--- src/rtl/ufb_map.vh ---
// Purpose: Register offsets, field positions, reset values and timing for the frame/baud block
// Assumes: Wishbone byte addresses, one register per aligned 32-bit word
// Notes:   Included by the core design file only
`ifndef UFB_MAP_VH
`define UFB_MAP_VH

// Register byte offsets
`define UFB_OFF_SHARED    4'h0
`define UFB_OFF_DIV_LOW   4'h4
`define UFB_OFF_CTRL_B    4'h8
`define UFB_OFF_STATUS    4'hC

// Shared location fields
`define UFB_SEL_BIT       7
`define UFB_MODE_BIT      6
`define UFB_PAR_HI        5
`define UFB_PAR_LO        4
`define UFB_STOP_BIT      3
`define UFB_CSZ_HI        2
`define UFB_CSZ_LO        1
`define UFB_POL_BIT       0

// Control B fields
`define UFB_CB_DBL_BIT    0
`define UFB_CB_CSZ2_BIT   1
`define UFB_CB_MASK_LO    4
`define UFB_CB_MASK_HI    5

// Status fields (sticky, write one to clear)
`define UFB_ST_PERR_BIT   0
`define UFB_ST_DIVLD_BIT  1

// Reset values
`define UFB_FRAME_RST     7'h06
`define UFB_DIV_RST       12'h000

// Oversampling ratios
`define UFB_OVS_NORMAL    5'h10
`define UFB_OVS_DOUBLE    5'h08

`endif

--- src/rtl/ufb_tick_div.v ---
// Purpose: Reloadable down-counter that emits a one-cycle enable every (div+1) clocks
// Assumes: One clock domain, synchronous active-low reset
// Notes:   A reload pulse restarts the count at once with the new divisor
`timescale 1ns/1ps
module ufb_tick_div #(
   parameter W = 12
) (
   input  wire         mclk_i,
   input  wire         rst_n_i,
   input  wire         reload_i,
   input  wire [W-1:0] div_i,
   output reg          tick_o
);
   reg [W-1:0] cnt_r;   // Remaining clocks to next tick

   // Count down, tick on zero, reload on request
   always @(posedge mclk_i) begin
      if (!rst_n_i) begin
         cnt_r  <= {W{1'b0}};
         tick_o <= 1'b0;
      end else if (reload_i) begin
         cnt_r  <= div_i;
         tick_o <= 1'b0;
      end else if (cnt_r == {W{1'b0}}) begin
         cnt_r  <= div_i;
         tick_o <= 1'b1;
      end else begin
         cnt_r  <= cnt_r - {{(W-1){1'b0}}, 1'b1};
         tick_o <= 1'b0;
      end
   end
endmodule // ufb_tick_div

--- src/rtl/ufb_core.v ---
// Purpose: Frame format and baud divisor configuration with a small serial engine
// Assumes: Classic Wishbone slave, 250 MHz mclk_i, pins sampled by three flops
// Notes:   Transmit/receive data path is minimal; data enters on tx_data_i
//
// How it works
// - Bit 7 of a shared write picks register
// - Frame register reads select bit as one
// - Divisor high reads select bit as zero
// - Mode bit: 0 asynchronous, 1 synchronous
// - Parity field: off, reserved, even, odd
// - Transmitter appends computed parity bit
// - Receiver checks parity, flags error
// - Stop select: one or two stop bits
// - Receiver ignores stop select
// - Character size code 5..9 bits
// - Clock polarity picks sync edges
// - Divisor is 12 bits, high nibble plus low
// - Low write reloads prescaler at once
// - Async divides by 16, or 8 doubled
`timescale 1ns/1ps
`include "ufb_map.vh"
module ufb_core (
   input  wire        mclk_i,
   input  wire        rst_n_i,
   input  wire        wb_cyc_i,
   input  wire        wb_stb_i,
   input  wire        wb_we_i,
   input  wire [3:0]  wb_adr_i,
   input  wire [3:0]  wb_sel_i,
   input  wire [31:0] wb_dat_i,
   output reg  [31:0] wb_dat_o,
   output reg         wb_ack_o,
   output reg         wb_err_o,
   input  wire        tx_start_i,
   input  wire [8:0]  tx_data_i,
   output reg         tx_busy_o,
   output reg         txd_o,
   input  wire        rxd_i,
   input  wire        xck_i,
   output reg  [8:0]  rx_data_o,
   output reg         rx_valid_o,
   output reg         irq_o
);
   // State codes, one-hot
   localparam ST_IDLE  = 4'b0001;
   localparam ST_START = 4'b0010;
   localparam ST_DATA  = 4'b0100;
   localparam ST_STOP  = 4'b1000;

   reg  [6:0]  frame_r;        // Mode, parity, stop, size low, polarity
   reg  [3:0]  div_hi_r;       // Divisor high nibble
   reg  [7:0]  div_lo_r;       // Divisor low byte
   reg         dbl_r;          // Double speed
   reg         csz2_r;         // Character size high bit
   reg  [1:0]  mask_r;         // Interrupt mask
   reg  [1:0]  stat_r;         // Sticky events
   reg         reload_r;       // Prescaler reload pulse
   wire        ptick;          // Prescaler output enable
   wire [11:0] div_val = {div_hi_r, div_lo_r};
   wire [11:0] div_rst = `UFB_DIV_RST;        // Reset divisor, split below

   // Bus decode
   wire        req   = wb_cyc_i & wb_stb_i & ~wb_ack_o & ~wb_err_o;
   wire        wr_b0 = req & wb_we_i & wb_sel_i[0];
   wire        map   = (wb_adr_i == `UFB_OFF_SHARED) | (wb_adr_i == `UFB_OFF_DIV_LOW)
                     | (wb_adr_i == `UFB_OFF_CTRL_B) | (wb_adr_i == `UFB_OFF_STATUS);

   // Decoded configuration
   wire        sync_mode = frame_r[`UFB_MODE_BIT];
   wire        par_en    = frame_r[`UFB_PAR_HI];
   wire        par_odd   = frame_r[`UFB_PAR_LO];
   wire        two_stop  = frame_r[`UFB_STOP_BIT];
   wire [2:0]  csz       = {csz2_r, frame_r[`UFB_CSZ_HI:`UFB_CSZ_LO]};
   reg  [3:0]  nbits;          // Data bits per character

   // Size code to bit count; reserved codes fall back to 8
   always @* begin
      case (csz)
         3'h0:    nbits = 4'h5;
         3'h1:    nbits = 4'h6;
         3'h2:    nbits = 4'h7;
         3'h7:    nbits = 4'h9;
         default: nbits = 4'h8;
      endcase
   end

   // Register writes; bit 7 of the shared word routes the byte
   always @(posedge mclk_i) begin
      if (!rst_n_i) begin
         frame_r  <= `UFB_FRAME_RST;
         div_hi_r <= div_rst[11:8];
         div_lo_r <= div_rst[7:0];
         dbl_r    <= 1'b0;
         csz2_r   <= 1'b0;
         mask_r   <= 2'h0;
         reload_r <= 1'b0;
      end else begin
         reload_r <= 1'b0;
         if (wr_b0 && wb_adr_i == `UFB_OFF_SHARED) begin
            if (wb_dat_i[`UFB_SEL_BIT])
               frame_r <= wb_dat_i[6:0];
            else
               div_hi_r <= wb_dat_i[3:0];
         end
         if (wr_b0 && wb_adr_i == `UFB_OFF_DIV_LOW) begin
            div_lo_r <= wb_dat_i[7:0];
            reload_r <= 1'b1;
         end
         if (wr_b0 && wb_adr_i == `UFB_OFF_CTRL_B) begin
            dbl_r  <= wb_dat_i[`UFB_CB_DBL_BIT];
            csz2_r <= wb_dat_i[`UFB_CB_CSZ2_BIT];
            mask_r <= wb_dat_i[`UFB_CB_MASK_HI:`UFB_CB_MASK_LO];
         end
      end
   end

   // Read mux and ack; shared location reads frame view (no read-select state)
   always @(posedge mclk_i) begin
      if (!rst_n_i) begin
         wb_ack_o <= 1'b0;
         wb_err_o <= 1'b0;
         wb_dat_o <= 32'h0000_0000;
      end else begin
         wb_ack_o <= req & map;
         wb_err_o <= req & ~map;
         wb_dat_o <= 32'h0000_0000;
         if (req && !wb_we_i) begin
            case (wb_adr_i)
               `UFB_OFF_SHARED:  wb_dat_o <= {24'h0, 1'b1, frame_r};
               `UFB_OFF_DIV_LOW: wb_dat_o <= {24'h0, div_lo_r};
               `UFB_OFF_CTRL_B:  wb_dat_o <= {26'h0, mask_r, 2'h0, csz2_r, dbl_r};
               `UFB_OFF_STATUS:  wb_dat_o <= {16'h0, 1'b0, 3'h0, div_hi_r, 6'h0, stat_r};
               default:          wb_dat_o <= 32'h0000_0000;
            endcase
         end
      end
   end
   // Status bits 15:8 mirror the high register: select 0 reserved zero

   // Prescaler, reloaded immediately by a low-byte write
   ufb_tick_div #(
      .W (12)
   ) u_pre (
      .mclk_i   (mclk_i),
      .rst_n_i  (rst_n_i),
      .reload_i (reload_r),
      .div_i    (div_val),
      .tick_o   (ptick)
   );

   // Oversample counter: async bit enable every 16 or 8 prescaler ticks
   reg  [4:0] ovs_r;           // Oversample count
   reg        bit_en_r;        // One-cycle bit enable
   wire [4:0] ovs_top = dbl_r ? `UFB_OVS_DOUBLE : `UFB_OVS_NORMAL;
   always @(posedge mclk_i) begin
      if (!rst_n_i || reload_r) begin
         ovs_r    <= 5'h00;
         bit_en_r <= 1'b0;
      end else begin
         bit_en_r <= 1'b0;
         if (ptick) begin
            if (ovs_r == ovs_top - 5'h01) begin
               ovs_r    <= 5'h00;
               bit_en_r <= 1'b1;
            end else begin
               ovs_r <= ovs_r + 5'h01;
            end
         end
      end
   end

   // Pin synchronisers, three flops; change accepted when 2nd and 3rd agree
   reg [2:0] rxd_s;            // Receive line sync chain
   reg [2:0] xck_s;            // External clock sync chain
   reg       rxd_f;            // Filtered receive level
   reg       xck_f;            // Filtered external clock
   reg       xck_d;            // Previous filtered clock
   always @(posedge mclk_i) begin
      if (!rst_n_i) begin
         rxd_s <= 3'h7;
         xck_s <= 3'h0;
         rxd_f <= 1'b1;
         xck_f <= 1'b0;
         xck_d <= 1'b0;
      end else begin
         rxd_s <= {rxd_s[1:0], rxd_i};
         xck_s <= {xck_s[1:0], xck_i};
         if (rxd_s[1] == rxd_s[2]) rxd_f <= rxd_s[2];
         if (xck_s[1] == xck_s[2]) xck_f <= xck_s[2];
         xck_d <= xck_f;
      end
   end
   wire xck_rise = xck_f & ~xck_d;
   wire xck_fall = ~xck_f & xck_d;
   // Polarity 0: drive on rise, sample on fall; 1 swaps
   wire tx_edge = frame_r[`UFB_POL_BIT] ? xck_fall : xck_rise;
   wire rx_edge = frame_r[`UFB_POL_BIT] ? xck_rise : xck_fall;
   wire tx_en   = sync_mode ? tx_edge : bit_en_r;
   wire rx_en   = sync_mode ? rx_edge : bit_en_r;

   // Transmitter: start, data, parity, one or two stop bits
   reg [3:0]  tx_st_r;         // Transmit state
   reg [9:0]  tx_sh_r;         // Data plus parity shift
   reg [3:0]  tx_cnt_r;        // Bits left in phase
   always @(posedge mclk_i) begin
      if (!rst_n_i) begin
         tx_st_r   <= ST_IDLE;
         tx_sh_r   <= 10'h000;
         tx_cnt_r  <= 4'h0;
         txd_o     <= 1'b1;
         tx_busy_o <= 1'b0;
      end else begin
         case (tx_st_r)
            ST_IDLE: begin
               txd_o <= 1'b1;
               if (tx_start_i) begin
                  // Parity over the live data bits only
                  tx_sh_r   <= {1'b0, tx_data_i & ~(9'h1FF << nbits)};
                  tx_sh_r[nbits] <= par_odd ^ (^(tx_data_i & ~(9'h1FF << nbits)));
                  tx_cnt_r  <= nbits + {3'h0, par_en};
                  tx_busy_o <= 1'b1;
                  tx_st_r   <= ST_START;
               end
            end
            ST_START: if (tx_en) begin
               txd_o   <= 1'b0;
               tx_st_r <= ST_DATA;
            end
            ST_DATA: if (tx_en) begin
               txd_o    <= tx_sh_r[0];
               tx_sh_r  <= {1'b0, tx_sh_r[9:1]};
               tx_cnt_r <= tx_cnt_r - 4'h1;
               if (tx_cnt_r == 4'h1) begin
                  tx_cnt_r <= two_stop ? 4'h2 : 4'h1;
                  tx_st_r  <= ST_STOP;
               end
            end
            ST_STOP: if (tx_en) begin
               txd_o    <= 1'b1;
               tx_cnt_r <= tx_cnt_r - 4'h1;
               if (tx_cnt_r == 4'h0) begin
                  tx_busy_o <= 1'b0;
                  tx_st_r   <= ST_IDLE;
               end
            end
            default: tx_st_r <= ST_IDLE;
         endcase
      end
   end

   // Receiver: one stop bit always; stop select not consulted
   reg [3:0] rx_st_r;          // Receive state
   reg [8:0] rx_sh_r;          // Collected data bits
   reg [3:0] rx_cnt_r;         // Bits received so far
   reg       rx_par_r;         // Running parity
   reg       perr_pulse;       // Parity mismatch event
   always @(posedge mclk_i) begin
      if (!rst_n_i) begin
         rx_st_r    <= ST_IDLE;
         rx_sh_r    <= 9'h000;
         rx_cnt_r   <= 4'h0;
         rx_par_r   <= 1'b0;
         rx_data_o  <= 9'h000;
         rx_valid_o <= 1'b0;
         perr_pulse <= 1'b0;
      end else begin
         rx_valid_o <= 1'b0;
         perr_pulse <= 1'b0;
         case (rx_st_r)
            ST_IDLE: if (rx_en && !rxd_f) begin
               rx_sh_r  <= 9'h000;
               rx_cnt_r <= 4'h0;
               rx_par_r <= par_odd;
               rx_st_r  <= ST_DATA;
            end
            ST_DATA: if (rx_en) begin
               rx_par_r <= rx_par_r ^ rxd_f;
               if (rx_cnt_r < nbits)
                  rx_sh_r[rx_cnt_r] <= rxd_f;
               rx_cnt_r <= rx_cnt_r + 4'h1;
               if (rx_cnt_r == nbits - {3'h0, ~par_en})
                  rx_st_r <= ST_STOP;
            end
            ST_STOP: if (rx_en) begin
               rx_data_o  <= rx_sh_r;
               rx_valid_o <= 1'b1;
               perr_pulse <= par_en & rx_par_r;
               rx_st_r    <= ST_IDLE;
            end
            default: rx_st_r <= ST_IDLE;
         endcase
      end
   end

   // Sticky status: set wins over write-one-clear
   wire       wr_stat = wr_b0 && wb_adr_i == `UFB_OFF_STATUS;
   wire [1:0] ev      = {reload_r, perr_pulse};
   always @(posedge mclk_i) begin
      if (!rst_n_i) begin
         stat_r <= 2'h0;
         irq_o  <= 1'b0;
      end else begin
         stat_r <= (stat_r & ~(wr_stat ? wb_dat_i[1:0] : 2'h0)) | ev;
         irq_o  <= |(((stat_r & ~(wr_stat ? wb_dat_i[1:0] : 2'h0)) | ev) & mask_r);
      end
   end
endmodule // ufb_core

--- config.mk ---
export PLATFORM = sky130hd
export DESIGN_NAME = ufb_core
export DESIGN_NICKNAME = d
export VERILOG_FILES = /design/src/rtl/ufb_tick_div.v /design/src/rtl/ufb_core.v
export VERILOG_INCLUDE_DIRS = /design/src /design/src/rtl
export SDC_FILE = /design/constraint.sdc
export NUM_CORES = 1
export LEC_CHECK = 0
export BUFFER_PORTS_ARGS = -buffer_cell sky130_fd_sc_hd__buf_2
export CORE_UTILIZATION = 56
export DETAILED_ROUTE_END_ITERATION = 8
export HOLD_SLACK_MARGIN = 0.05
export PLACE_DENSITY = 0.78
export SLEW_MARGIN = 20
export SYNTH_ARGS = -nofsm -noshare
export SYNTH_HDL_FRONTEND = slang
export SYNTH_SLANG_ARGS = --single-unit
--- constraint.sdc ---
create_clock -name mclk_i -period 3.5 [get_ports mclk_i]
set_clock_uncertainty 0.05 [all_clocks]
set_input_delay 0 -clock mclk_i [delete_from_list [all_inputs] [get_ports mclk_i]]
set_output_delay 0 -clock mclk_i [all_outputs]
set_load 0.02 [all_outputs]
# After elaboration in Yosys (flattened, before gate mapping)
# Cells that the tools add are included.
[totals]
out_inout_bits = 47
ff_bits = 138
[op_classes]
n_eq_ne = 29
magnitude_cmp = 5
n_reduce_logical = 39
n_shift = 1
n_mux = 60
n_addsub = 7
bitwise = 30
[ops]
columns = ["op", "n"]
rows = [
  ["4-bit 2-to-1 mux", 16],
  ["12-bit one-hot mux with 4 select lines", 1],
  ["4-bit one-hot mux with 4 select lines", 2],
  ["9-bit 2-to-1 mux", 3],
  ["12-bit 2-to-1 mux", 2],
  ["4-bit one-hot mux with 3 select lines", 2],
  ["2-bit != test, second input constant", 11],
  ["10-bit 2-to-1 mux", 2],
  ["10-bit one-hot mux with 2 select lines", 1],
  ["4-bit AND reduction", 5],
  ["1-bit 2-to-1 mux", 18],
  ["9-bit one-hot mux with 2 select lines", 1],
  ["4-bit equality test, second input constant", 4],
  ["4-bit by 1-bit equality test with 1-bit output, second input constant", 3],
  ["4-bit by 3-bit equality test with 1-bit output, second input constant", 3],
  ["12-bit logical NOT", 1],
  ["12-bit by 1-bit subtractor with 12-bit output, second input constant", 1],
  ["1-bit AND", 10],
  ["10-bit bitwise mux", 1],
  ["4-bit by 5-bit less-than comparator with 1-bit output, second input constant", 2],
  ["5-bit 2-to-1 mux", 2],
  ["2-bit AND reduction", 5],
  ["9-bit AND", 1],
  ["9-bit bitwise mux", 1],
  ["40 further kinds", 73],
]

# Depth between registers and ports, before layout
[depth]
ltp_word = 12
depth_mapped = 12

# Hierarchy
# Synthesis repeated with hierarchy kept, for this count alone.
[unflattened]
cells_unflattened = 660
area_unflattened_um2 = 5798.1
[modules_own_cells]
columns = ["mod", "area_each_um2", "n_inst", "cells_per_inst"]
rows = [
  ["ufb_core", 5132.4, 1, 581],
  ["ufb_tick_div", 665.6, 1, 79],
]

# Worst setup path after synthesis
# OpenSTA, ideal clock, no wires.
[synth_path]
kind = "reg-to-reg"
startpoint = "register frame_r[1]"
endpoint = "register rx_sh_r[0]"
setup_ps = 60
n_path_buf = 1
path_stages_with_launch = 10
path_slack_ps = 936
t_arrival_ps = 2454
path_cell_list = "dfxtp_1 > clkbuf_1 > a21o_1 > inv_1 > ha_1 > or3_1 > a21oi_1 > a21oi_1 > nor4_1 > a221o_1"
[synth_between]
elab_chain_len = 5
word_cells_on_any_way = 8
[synth_rtl]
columns = ["item", "line_no", "rtl"]
rows = [
  ["start, declared", "ufb_core.v:50", "reg [6:0] frame_r;"],
  ["start signal, assigned", "ufb_core.v:90", "frame_r <= `UFB_FRAME_RST;"],
  ["start signal, assigned", "ufb_core.v:101", "frame_r <= wb_dat_i[6:0];"],
  ["3-bit equality test (tied with other cells)", "ufb_core.v:78", "case (csz)"],
  ["4-bit one-hot mux with 4 select lines (*)", "ufb_core.v:78", ""],
  ["4-bit less-than comparator (*)", "ufb_core.v:278", "if (rx_cnt_r < nbits)"],
  ["2-bit != test (no line) (*)", "--", ""],
  ["4-bit AND reduction (no line) (*)", "--", ""],
  ["end signal, assigned by index", "ufb_core.v:279", "rx_sh_r[rx_cnt_r] <= rxd_f;"],
  ["end, declared", "ufb_core.v:253", "reg [8:0] rx_sh_r;"],
]
# Mark *: on every way between the ends. The rest lies on a longest branch, timed or not.
# A chain may end at the register's enable or synchronous reset.

# Worst setup path in the final report
[layout_path]
startpoint = "register frame_r[2]"
endpoint = "register rx_sh_r[0]"
# Same word-level chain as after synthesis.

==> results.md <==
* Run status: finished clean
* Top-count cell post-synth: sky130_fd_sc_hd__dfxtp_1
* Instance count along the most critical hold path at 7
* Hold path start: wb_stb_i
* Share of the synthesized area in the top cell type at 0.419
* CP Capture Type: flop
* Startpoint type of the worst setup path: flop
* Vias at around 5000
* Gate count of the mapped netlist at 643
* Number of levels in the clock H-tree at 4
* Number of cells on the worst reg-to-reg path at 8
* Pins Over Slew Limit at 0
* Clock slew at the register clock pins of the worst setup and hold paths at approximately 0.060 ns
* Standby leakage power at between 2 and 3 nW
* Async set or reset register ratio after synthesis at 0
* Cts bufs inserted at 17
* Clock root cell: sky130_fd_sc_hd__clkbuf_8
* TritonCTS clock tree: done
* Setup repair after global routing missed its margin: false
* Reg2Reg Launch Point: frame_r[2]
* Yosys warning count at 0
* Number of core rows at 36
* Critical path's largest stage delay at between 0.6 and 0.7 ns
* Post-detailed-routing wire length at ~13 mm
* Total DRC errors in the routed layout at 0
* Number of fill cells in the layout at 751
* CP most frequent cell: sky130_fd_sc_hd__a21oi_1
* Transition time at the pin with the least slew margin at roughly 0.86 ns
* Pin count of the biggest net entering global routing at between 60 and 70
* Hold WS at between 0.1 and 0.15 ns
* Post-Synthesis Cell Area at between 5000 and 6000 um2
* Number of failing setup endpoints in the final timing report at 0
* Seq/Total Area, Yosys at 0.419
* Number of distinct standard cells referenced by the synthesized netlist at 55
* Final Critical Period at around 2.9 ns
* Fin nets at between 700 and 800
* Max Root-Sink Buffers at 2
* Worst EP required at slightly below 4 ns
* Number of vias per cell at between 5 and 6
* Synth area leader: sky130_fd_sc_hd__dfxtp_1
* Setup tns final at 0 ns
* Hold violation total from the final report at 0
* First DRT Iteration DRCs at between 200 and 300
* Detailed placer's ending HPWL at about 8.6 mm
* Initial antenna violation count at 0
* Antenna Diode Count at 0
* Max-capacitance violation count at 0
* Ratio of cells with drive above 1 in the final layout at 0.134
* Total of buffers placed on input and output ports at 56
* Syn-to-layout area delta at 22.1%
* Overflow after GRT at 0
* Detailed-router iteration count before antenna repair at 7
* Worst hold-check path type: input port to flop
* Worst-path cell with the longest stage delay: sky130_fd_sc_hd__dfxtp_1
* Most frequent cells after synthesis: 117 x sky130_fd_sc_hd__dfxtp_1, 108 x sky130_fd_sc_hd__nor2_1, 54 x sky130_fd_sc_hd__nand2_1, 39 x sky130_fd_sc_hd__mux2i_1, 29 x sky130_fd_sc_hd__a21oi_1
* Final RePlAce weighted congestion at roughly 0.85
* First-pass GRT wire length at about 22 mm
* WS Path Type: flop to flop
* Power Density at ~570 nW/um2
* Die outline area at slightly above 10000 um2
* Worst max-slew margin expressed relative to the limit at 0.426
* ANT nets after route at 0
* Fin crit share at 0.818
* Maximum vdd drop at around 0.35 mV
* Post-Layout Inst Area at between 6000 and 7000 um2
* Maximum net fanout on the critical path at 15
* Worst Hold Endpoint: stat_r[1]
* Initial core utilization at 0.574
* Register bit total from synthesis at around 120
* Non-Filler Instances at between 800 and 900
* Worst r2r dst: rx_sh_r[0]
* Mean Syn Cell Area at between 8 and 9 um2
* Clock insertion delay at the later pin of the skew report at around 0.52 ns
* Clock sink total at approximately 120
* Wire per inst at 15.1 um
* Fmax achieved at approximately 350 MHz
* Post-Place Cells at roughly 800
* Width of the die at approximately 100 um
* Top cells by area in the synthesized netlist: sky130_fd_sc_hd__dfxtp_1 42%, sky130_fd_sc_hd__nor2_1 7.3%, sky130_fd_sc_hd__mux2i_1 7.0%
* IO Count at 104
* Cell breakdown of the critical path: a21o_1 -> inv_1 -> ha_1 -> or3_1 -> a21oi_1 -> a21oi_1 -> nor4_1 -> a221o_1
* Crit path DAT at between 3 and 4 ns
* Chip height at 102 um
* Worst setup path startpoint: frame_r[2]
* Worst reg2reg setup slack at approximately 0.64 ns
* Floorplan Core Area at approximately 10000 um2
* Number of flops mapped to enable cells by yosys at 0
* Commonest register cell after synthesis: sky130_fd_sc_hd__dfxtp_1
* Number of global-route vias before repair at approximately 4600
* Post-detailed-placement cell area at about 6000 um2
* Total global-route track usage at 0.273
## flip-flops by register name (all words and copies together) (netlist names), 4 cells and up
name         count
frame_r          7
rx_cnt_r         4
wb_dat_o        12
rx_sh_r          9
tx_sh_r         10
rx_data_o        9
div_hi_r         4
div_lo_r         8
tx_st_r          4
tx_cnt_r         4
ovs_r            5
u_pre.cnt_r     12
## cell type report
class                   count  area [um2]  area share
well taps                 133         166      0.0244
clock inverters            15         196      0.0288
clock buffers              17         414      0.0607
inverters                  14        52.6     0.00770
multi-input cells         480        2990       0.438
flip-flops and latches    117        2340       0.343
repair buffers             95         661      0.0968
## logic make-up (layout without fill, tap and decap cells)
family / after synthesis / after routing / share of synthesized area
AND/OR/NAND/NOR: 261 / 261 / 0.222
adder cells (fa/ha/maj): 16 / 16 / 0.0358
AO/OA/AOI/OAI: 117 / 117 / 0.142
other: 1 / 20 / 0.000671
multiplexers: 41 / 41 / 0.0779
XOR/XNOR: 25 / 25 / 0.0441
buffers and inverters: 65 / 141 / 0.0582
flip-flops: 117 / 117 / 0.419
## routing by layer
metal	track usage	share of wire	up-vias
li1	-	-	2387
met5	0	0	-
met2	0.467	0.50	146
met4	0.0923	0.015	0
met3	0.0650	0.047	24
met1	0.340	0.44	2322
## per-stage QoR
stage                      util  worst slack, ns  power [W]
after global routing      0.701            0.369    0.00408
final                     0.701            0.636    0.00391
after global placement    0.603            0.773    0.00206
after CTS                 0.701            0.659    0.00392
after detailed placement  0.603            0.674    0.00208
after floorplan               -            0.936    0.00197
## worst max-delay path, delay by kind of cell, from the launching register on
kind	cells	cell delay [ns]
AO/OA/AOI/OAI	4	0.76
adder cells (fa/ha/maj)	1	0.27
buffers and inverters	1	0.11
flip-flops	1	0.62
AND/OR/NAND/NOR	2	0.98
## worst max-delay path by stage
stage | endpoint
finish | rx_sh_r[0]
global placement | rx_sh_r[6]
floorplan | rx_sh_r[0]
CTS | rx_sh_r[6]
global route | rx_sh_r[5]
detailed placement | rx_sh_r[6]
## where the power goes
group	switching, W	internal [W]
clock	0.000680	0.00110
combinational	0.000349	0.000261
sequential	0.0000905	0.00143
## what timing repair did
item,CTS,global route
hold endpoints to repair,70,0
hold buffers,35,0
resized for setup,0,0
setup buffers,0,0
## cells in the final DEF, fill, tap and decap left out, types with 9 or more instances in the layout
master and instances:
sky130_fd_sc_hd__clkbuf_16 16, sky130_fd_sc_hd__nor2_1 108, sky130_fd_sc_hd__ha_1 16, sky130_fd_sc_hd__a221o_1 10, sky130_fd_sc_hd__buf_2 56, sky130_fd_sc_hd__nand2b_1 15, sky130_fd_sc_hd__nor2b_1 9, sky130_fd_sc_hd__and3_1 9
sky130_fd_sc_hd__o21ai_0 22, sky130_fd_sc_hd__inv_1 13, sky130_fd_sc_hd__dlygate4sd3_1 35, sky130_fd_sc_hd__nand2_1 54, sky130_fd_sc_hd__mux2i_1 39, sky130_fd_sc_hd__conb_1 20, sky130_fd_sc_hd__a211oi_1 11, sky130_fd_sc_hd__a21oi_1 29
sky130_fd_sc_hd__nor3_1 9, sky130_fd_sc_hd__xnor2_1 14, sky130_fd_sc_hd__dfxtp_1 117, sky130_fd_sc_hd__xor2_1 9
(Power assumes the default switching activity.)
